==> config.mk <==
export PLATFORM = sky130hd
export DESIGN_NAME = dual_function_config_pins
export DESIGN_NICKNAME = d
export VERILOG_FILES = /design/src/pinmux_pkg.sv /design/src/cfg_shift.sv /design/src/dual_function_config_pins.sv
export SDC_FILE = /design/constraint.sdc
export NUM_CORES = 1
export LEC_CHECK = 0
export BUFFER_PORTS_ARGS = -buffer_cell sky130_fd_sc_hd__buf_2
export CAP_MARGIN = 20
export CORE_MARGIN = 8
export CORE_UTILIZATION = 40
export CTS_BUF_LIST = sky130_fd_sc_hd__clkbuf_8 sky130_fd_sc_hd__clkbuf_16
export DETAILED_ROUTE_END_ITERATION = 8
export PLACE_DENSITY = 0.74
export SLEW_MARGIN = 20
export SYNTH_ARGS = -nofsm -noshare
export SYNTH_HDL_FRONTEND = slang
export SYNTH_SLANG_ARGS = --single-unit
==> constraint.sdc <==
create_clock -name SYS_CLK_I -period 2.5 [get_ports SYS_CLK_I]
set_clock_uncertainty 0.05 [all_clocks]
set_input_delay 0.75 -clock SYS_CLK_I [delete_from_list [all_inputs] [get_ports SYS_CLK_I]]
set_output_delay 0.75 -clock SYS_CLK_I [all_outputs]
set_load 0.05 [all_outputs]
==> src/pinmux_pkg.sv <==
// Package: constants and carriers for the shared configuration pin multiplexer
package pinmux_pkg;
  // Interface mode field
  localparam int MODE_W = 2;
  localparam logic [1:0] MODE_SERIAL = 2'h3;
  // Serial configuration register width and reset value
  localparam int CFG_W = 12;
  localparam logic [11:0] CFG_RST = 12'h000;
  // Bit count width for a configuration word
  localparam int CNT_W = 4;
  localparam logic [3:0] CNT_LAST = 4'hb;
  // Shared pin positions on the parallel bus
  localparam int PIN_B14 = 0;
  localparam int PIN_B15 = 1;
  localparam int PIN_B16 = 2;
  localparam int PIN_B17 = 3;
  // APB register byte addresses
  localparam logic [7:0] ADDR_CTRL = 8'h00;
  localparam logic [7:0] ADDR_HWCFG = 8'h04;
  localparam logic [7:0] ADDR_ACTIVE = 8'h08;
  localparam logic [7:0] ADDR_SHIFT = 8'h0c;
  localparam logic [7:0] ADDR_PDATA = 8'h10;
  // Control register field positions
  localparam int CTRL_MODE_LSB = 0;
  localparam int CTRL_INV_BIT = 2;
  localparam logic [2:0] CTRL_RST = 3'h0;
  // Serial port pins as seen by the device
  typedef struct packed {
    logic source_select;
    logic serial_in;
    logic serial_clock;
    logic port_select;
  } cfg_pins_t;
  // Serial port status
  typedef struct packed {
    logic [CFG_W-1:0] word;
    logic [CNT_W-1:0] count;
  } shift_state_t;
endpackage

==> src/cfg_shift.sv <==
// Serial configuration shifter sampled on the system clock
`timescale 1ns/1ns
module cfg_shift
  import pinmux_pkg::*;
(
  input wire logic clk_i,
  input wire logic rst_n_i,
  input wire logic en_i,
  input wire logic accept_i,
  input wire logic sdata_i,
  input wire logic sclk_i,
  input wire logic invert_i,
  output shift_state_t state_o,
  output logic word_done_o
);
  logic sclk_prev_q; // Last sampled serial clock
  logic act_edge; // Active serial clock edge
  shift_state_t st_q; // Shift register and count

  // Active edge: rising normally, falling when inverted
  assign act_edge = invert_i ? (sclk_prev_q & ~sclk_i) : (~sclk_prev_q & sclk_i);
  assign state_o = st_q;
  assign word_done_o = act_edge & accept_i & (st_q.count == CNT_LAST);

  // Serial clock history
  always_ff @(posedge clk_i or negedge rst_n_i) begin
    if (!rst_n_i) begin
      sclk_prev_q <= 1'b0;
    end else if (en_i) begin
      sclk_prev_q <= sclk_i;
    end
  end

  // MSB-first shift, only while selected
  always_ff @(posedge clk_i or negedge rst_n_i) begin
    if (!rst_n_i) begin
      st_q <= '0;
    end else if (en_i) begin
      if (!accept_i) begin
        st_q.count <= '0;
      end else if (act_edge) begin
        st_q.word <= {st_q.word[CFG_W-2:0], sdata_i};
        st_q.count <= (st_q.count == CNT_LAST) ? '0 : st_q.count + 4'h1;
      end
    end
  end
endmodule

==> src/dual_function_config_pins.sv <==
// Top: shared pins as parallel data bits or serial configuration port, APB registers
//
// The register offsets and register access over APB were left to the implementer.
`timescale 1ns/1ns
// Behaviour
// - Modes 0-2: pins drive bits 14, 15
// - Modes 0-2: pins drive bits 16, 17
// - Mode 3, source low: serial register config
// - Source high: config from hardware pins
// - Clock invert picks capture edge
// - Port accepts only while selected
module dual_function_config_pins
  import pinmux_pkg::*;
(
  input wire logic SYS_CLK_I,
  input wire logic RESET_N_I,
  input wire logic CLK_EN_I,
  input wire logic PSEL_I,
  input wire logic PENABLE_I,
  input wire logic PWRITE_I,
  input wire logic [7:0] PADDR_I,
  input wire logic [31:0] PWDATA_I,
  output logic [31:0] PRDATA_O,
  output logic PREADY_O,
  output logic PSLVERR_O,
  input wire logic [3:0] SHARED_PIN_I,
  output logic [3:0] SHARED_PIN_O,
  output logic [3:0] SHARED_PIN_OE_O,
  input wire logic [3:0] PARALLEL_DATA_HI_I,
  input wire logic [CFG_W-1:0] HW_CONFIG_I,
  output logic [CFG_W-1:0] ACTIVE_CONFIG_O,
  output logic CONFIG_SOURCE_SELECT_O
);
  logic [2:0] ctrl_q; // Mode and clock-invert control
  logic [1:0] mode; // Interface mode field
  logic serial_mode; // Mode 3 selected
  logic sw_cfg; // Serial software configuration active
  logic [CFG_W-1:0] sw_cfg_q; // Serial configuration register
  logic [3:0] pdata_q; // Registered parallel bits 14 to 17
  logic [CFG_W-1:0] active_q; // Registered applied configuration
  cfg_pins_t pins; // Shared pins in serial role
  shift_state_t sh; // Shifter state
  logic word_done; // Full word captured
  logic wr_en; // APB write strobe
  logic rd_hit; // Address is mapped

  assign mode = ctrl_q[CTRL_MODE_LSB +: MODE_W];
  assign serial_mode = (mode == MODE_SERIAL);
  assign pins.source_select = SHARED_PIN_I[PIN_B14];
  assign pins.serial_in = SHARED_PIN_I[PIN_B15];
  assign pins.serial_clock = SHARED_PIN_I[PIN_B16];
  assign pins.port_select = SHARED_PIN_I[PIN_B17];
  // Software path only in mode 3 with source select low
  assign sw_cfg = serial_mode & ~pins.source_select;

  // Shifter sees a deasserted select outside software mode
  cfg_shift u_shift (
    .clk_i(SYS_CLK_I),
    .rst_n_i(RESET_N_I),
    .en_i(CLK_EN_I),
    .accept_i(sw_cfg & ~pins.port_select),
    .sdata_i(pins.serial_in),
    .sclk_i(pins.serial_clock),
    .invert_i(ctrl_q[CTRL_INV_BIT]),
    .state_o(sh),
    .word_done_o(word_done)
  );

  // Pin direction: outputs in parallel modes, inputs in serial mode
  assign SHARED_PIN_OE_O = serial_mode ? 4'h0 : 4'hf;
  assign SHARED_PIN_O = pdata_q;
  assign CONFIG_SOURCE_SELECT_O = serial_mode & pins.source_select;
  assign ACTIVE_CONFIG_O = active_q;

  // APB: zero wait states, never errors
  assign wr_en = PSEL_I & PENABLE_I & PWRITE_I;
  assign PREADY_O = 1'b1;
  assign PSLVERR_O = 1'b0;
  assign rd_hit = (PADDR_I == ADDR_CTRL) | (PADDR_I == ADDR_HWCFG) | (PADDR_I == ADDR_ACTIVE)
    | (PADDR_I == ADDR_SHIFT) | (PADDR_I == ADDR_PDATA);

  // Control register writes
  always_ff @(posedge SYS_CLK_I or negedge RESET_N_I) begin
    if (!RESET_N_I) begin
      ctrl_q <= CTRL_RST;
    end else if (CLK_EN_I && wr_en && PADDR_I == ADDR_CTRL) begin
      ctrl_q <= PWDATA_I[2:0];
    end
  end

  // Parallel data bits 14 to 17, sampled each cycle with CLK_EN_I high
  always_ff @(posedge SYS_CLK_I or negedge RESET_N_I) begin
    if (!RESET_N_I) begin
      pdata_q <= 4'h0;
    end else if (CLK_EN_I) begin
      pdata_q[PIN_B14] <= PARALLEL_DATA_HI_I[0];
      pdata_q[PIN_B15] <= PARALLEL_DATA_HI_I[1];
      pdata_q[PIN_B16] <= PARALLEL_DATA_HI_I[2];
      pdata_q[PIN_B17] <= PARALLEL_DATA_HI_I[3];
    end
  end

  // Latch a completed serial word
  always_ff @(posedge SYS_CLK_I or negedge RESET_N_I) begin
    if (!RESET_N_I) begin
      sw_cfg_q <= CFG_RST;
    end else if (CLK_EN_I && word_done) begin
      sw_cfg_q <= {sh.word[CFG_W-2:0], pins.serial_in};
    end
  end

  // Applied configuration source select
  always_ff @(posedge SYS_CLK_I or negedge RESET_N_I) begin
    if (!RESET_N_I) begin
      active_q <= CFG_RST;
    end else if (CLK_EN_I) begin
      if (sw_cfg) begin
        active_q <= sw_cfg_q;
      end else begin
        active_q <= HW_CONFIG_I;
      end
    end
  end

  // Read mux
  always_comb begin
    PRDATA_O = 32'h0;
    if (rd_hit) begin
      unique case (PADDR_I)
        ADDR_CTRL: PRDATA_O = {29'h0, ctrl_q};
        ADDR_HWCFG: PRDATA_O = {20'h0, sw_cfg_q};
        ADDR_ACTIVE: PRDATA_O = {19'h0, sw_cfg, active_q};
        ADDR_SHIFT: PRDATA_O = {16'h0, sh};
        ADDR_PDATA: PRDATA_O = {28'h0, pdata_q};
        default: PRDATA_O = 32'h0;
      endcase
    end
  end
endmodule

==> summary.txt <==
Status
  • Outcome: finished, violations left
  • Violations in the final reports: negative setup slack

Power and ir drop
  • Pwr/cell area: 490.8 nW/µm²
  • Cell-internal power: approximately 1.2 mW
  • Peak supply drop: just under 300 µV
  • Sw frac: between 30 and 40%
  • Power Total: about 1.8 mW
  • Switch Pwr: just under 0.6 mW
  • Clock power frac: about 34%
  • Combinational Power Share: 20.8%
  • Reg power frac: 45.6%
  • LEAKAGE: roughly 1.8 nW

Floorplan
  • I/O pins: between 100 and 150
  • Cell row count: 30
  • Core ar.: around 6700 µm²
  • Die Span Y: between 90 and 100 µm
  • Initial core utilization: 40.62%
  • Die Footprint: roughly 9700 µm²
  • Die W: 98.37 µm

Clock network
  • Hold bufs inserted after CTS: 0
  • CTS Buf Count: 5
  • Clock slew at reported path FFs: around 0.11 ns
  • CTS Buffer Depth: 2
  • # H-tree levels: 2
  • Post-CTS setup repair buffer count: 0
  • CTS Root Cell: clkbuf_8
  • Clock Sinks: 48
  • Worst-skew pair later-pin latency: 0.32 ns
  • CTS tree: yes

Route
  • Drt wl/cell: 17.58 µm
  • # DRC: 0
  • WL final: 7.154 mm
  • Vias/cell: between 5 and 6
  • Final ANT Viol Nets: 0
  • Router iterations before antenna repair: 4
  • DR vias: 2,140
  • Iteration-0 DRC count of the detailed router: 89

Logic synthesis
  • Register bit count reported by yosys: 48
  • Synth cell types: 43
  • Async S/R FF share, synth: 100.0%
  • Dominant synthesized flop cell: dfrtp_1
  • Synthesized instance count: ~250
  • Synth Cell Area: about 2700 µm²
  • Post-synthesis sequential area ratio: 44.26%
  • Area leader, netlist: dfrtp_1
  • YS warnings: 0
  • Top area cells in the synthesized netlist: dfrtp_1 44%, mux2_2 8.7%, mux2i_1 6.6%
  • Number of flops mapped to enable cells by yosys: 0
  • Synth Area per Inst: about 11 µm²
  • Top cell type's share of synthesized area: around 44%

Setup path
  • Setup Crit Path Kind: input port to output pin
  • R2r startpoint: u_shift.state_o[1]
  • Cell family with most CP delay: buffers and inverters
  • R2R depth: 5
  • Crit path launch: PADDR_I[2]
  • Max incr delay on CP: 0.26 ns
  • Worst setup EP type: output pin
  • Worst path cell trace: buf_12 > buf_8 > mux2i_2 > o32ai_1 > a31oi_1 > nor2_4 > buf_6
  • Slowest stage cell, crit path: a31oi_1
  • Crit path max fanout: 6
  • CP Launch Type: input port
  • Crit path DAT: 1.75 ns
  • WP buf/inv: 3
  • CP Depth: 7
  • Worst path required time: 1.70 ns

Global route
  • Initial antenna violation count: 0
  • Total GRT Usage: 15.13%
  • Largest net degree at the start of global routing: 28
  • Number of global-route vias before repair: 2,307
  • Global-route wire length before repair: 11.78 mm
  • Total grt overflow: 0

Timing
  • RSZ-0062 raised after global routing: true
  • Final setup fails: 9
  • Hold Fails Final Rpt: 0
  • TNS Setup: -0.1924 ns
  • Final period util: 102.0%
  • Fmax: between 0.3 and 0.4 GHz
  • Max-slew violations: 0
  • Min Tclk post-route: between 2 and 3 ns
  • Worst-Margin Slew: 0.5962 ns
  • Worst slew margin: 60.25%
  • Post-route setup slack: -0.04983 ns

Layout
  • Nets: 393
  • Final Non-Filler Cells: a little over 400
  • Area grow syn2layout: 35.82%
  • Antenna Cells: 0
  • Share of post-route cells with drive strength above 1: between 40% and 50%

Place
  • Setup WS pre-CTS: -0.2603 ns
  • Final HPWL from detailed placement: 5.420 mm
  • GP Congestion: 0.8133
  • Buffers on Ports: 73
  • Post-placement cell count: 398

Run
  • Max_cap viols: 0

Worst hold path
  • Hold crit path type: input port to async pin
synthesized netlist by cell type (2+ instances only):
master / n
a21oi_1: 14
a22oi_1: 8
a31oi_1: 4
and3_1: 2
and4_1: 3
buf_2: 4
buf_4: 21
buf_6: 2
clkbuf_1: 8
conb_1: 2
dfrtp_1: 48
inv_1: 2
mux2_1: 16
mux2_2: 21
mux2_4: 3
mux2i_1: 18
nand2_1: 6
nand2b_1: 2
nand3_1: 2
nand3b_1: 2
nand4b_1: 2
nor2_1: 28
nor2b_1: 2
o21ai_0: 4
o32ai_1: 3
worst reg2reg max path: stages (launching register included):
cell and delay [ns]:
dfrtp_1 0.43, ha_1 0.25, inv_1 0.08, or4b_2 0.67
a41oi_1 0.26, o41ai_2 0.10
worst paths after layout:
kind / end / slack (ns)
setup / recovery: PRDATA_O[1] / -0.05
hold / removal: ACTIVE_CONFIG_O[8] / 0.36
setup reg to reg: u_shift.state_o[2] / 0.55
hold reg to reg: u_shift.state_o[15] / 0.47
max in group asynchronous: ACTIVE_CONFIG_O[0] / 1.30
min in group SYS_CLK_I: u_shift.state_o[15] / 0.47
flip-flops by register name (all words and copies together), names as in the netlist:
signal and count:
u_shift.state_o 16, ACTIVE_CONFIG_O 12, sw_cfg_q 12, SHARED_PIN_O 4, ctrl_q 3, u_shift.sclk_prev_q 1
final cells by class:
class                           count  area (µm²)
Clock buffer                        5       68.82
Clock inverter                      3       50.05
Fill cell                         575        2995
Inverter                            2       7.507
Multi-Input combinational cell    176        1540
Sequential cell                    48        1201
Tap cell                           80       100.1
Timing Repair Buffer               93       718.2
routing by layer:
layer  track usage (%)  vias to the layer above  wire [µm]
li1                  -                     1003          -
met3             4.908                        5        518
met2             25.48                       77       3444
met4             4.132                        0         66
met5                 0                        -          0
met1             17.98                     1055       3124
stage by stage:
step                cell area [µm²]  util (%)  hold WS (ns)
floorplan                      2914         -        0.4044
global placement               3301     49.40        0.4254
detailed placement             3301     49.40        0.4472
CTS                            3669     54.91        0.3853
global route                   3686     55.17        0.4111
finish                         3686     55.17        0.3641
cell usage in the layout (no fill, tap or decap), types with 3 or more instances in the layout:
cell type and n:
a22oi_2 8, buf_12 4, nand2_1 5, mux2_2 15
dfrtp_1 48, conb_1 18, buf_8 10, nor2_4 13
mux2i_1 15, and4_4 3, buf_2 54, a31oi_1 3
buf_4 17, o21ai_0 3, mux2_4 9, buf_6 8
a21oi_1 13, nor2_1 16, clkbuf_8 5, mux2_1 16
o32ai_1 3
cell families after synthesis:
| family | share of synthesized area, % |
|---|---|
| other | 0.2767 |
| xor gates and xnor gates | 0.3228 |
| buffers and inverters | 8.760 |
| DFF | 44.26 |
| adders and majority gates | 0.4610 |
| and+or+nand+nor | 12.96 |
| AOI/OAI and AO/OA | 9.314 |
| muxes | 23.65 |
repair_timing:
item	4_1_cts	5_1_grt
resized for setup	65	5
pin swaps	15	7
endpoints found under the setup margin	16	16
cloned	1	0
power groups by stage:
| stage | registers (mW) | clock network, mW | logic, mW |
|---|---|---|---|
| after floorplan | 0.920 | 0 | 0.181 |
| after global placement | 0.837 | 0 | 0.346 |
| after detailed placement | 0.840 | 0 | 0.351 |
| after CTS | 0.825 | 0.617 | 0.374 |
| after global routing | 0.830 | 0.643 | 0.401 |
| final | 0.826 | 0.608 | 0.376 |
Note: power is estimated with default switching activity, not from simulation.
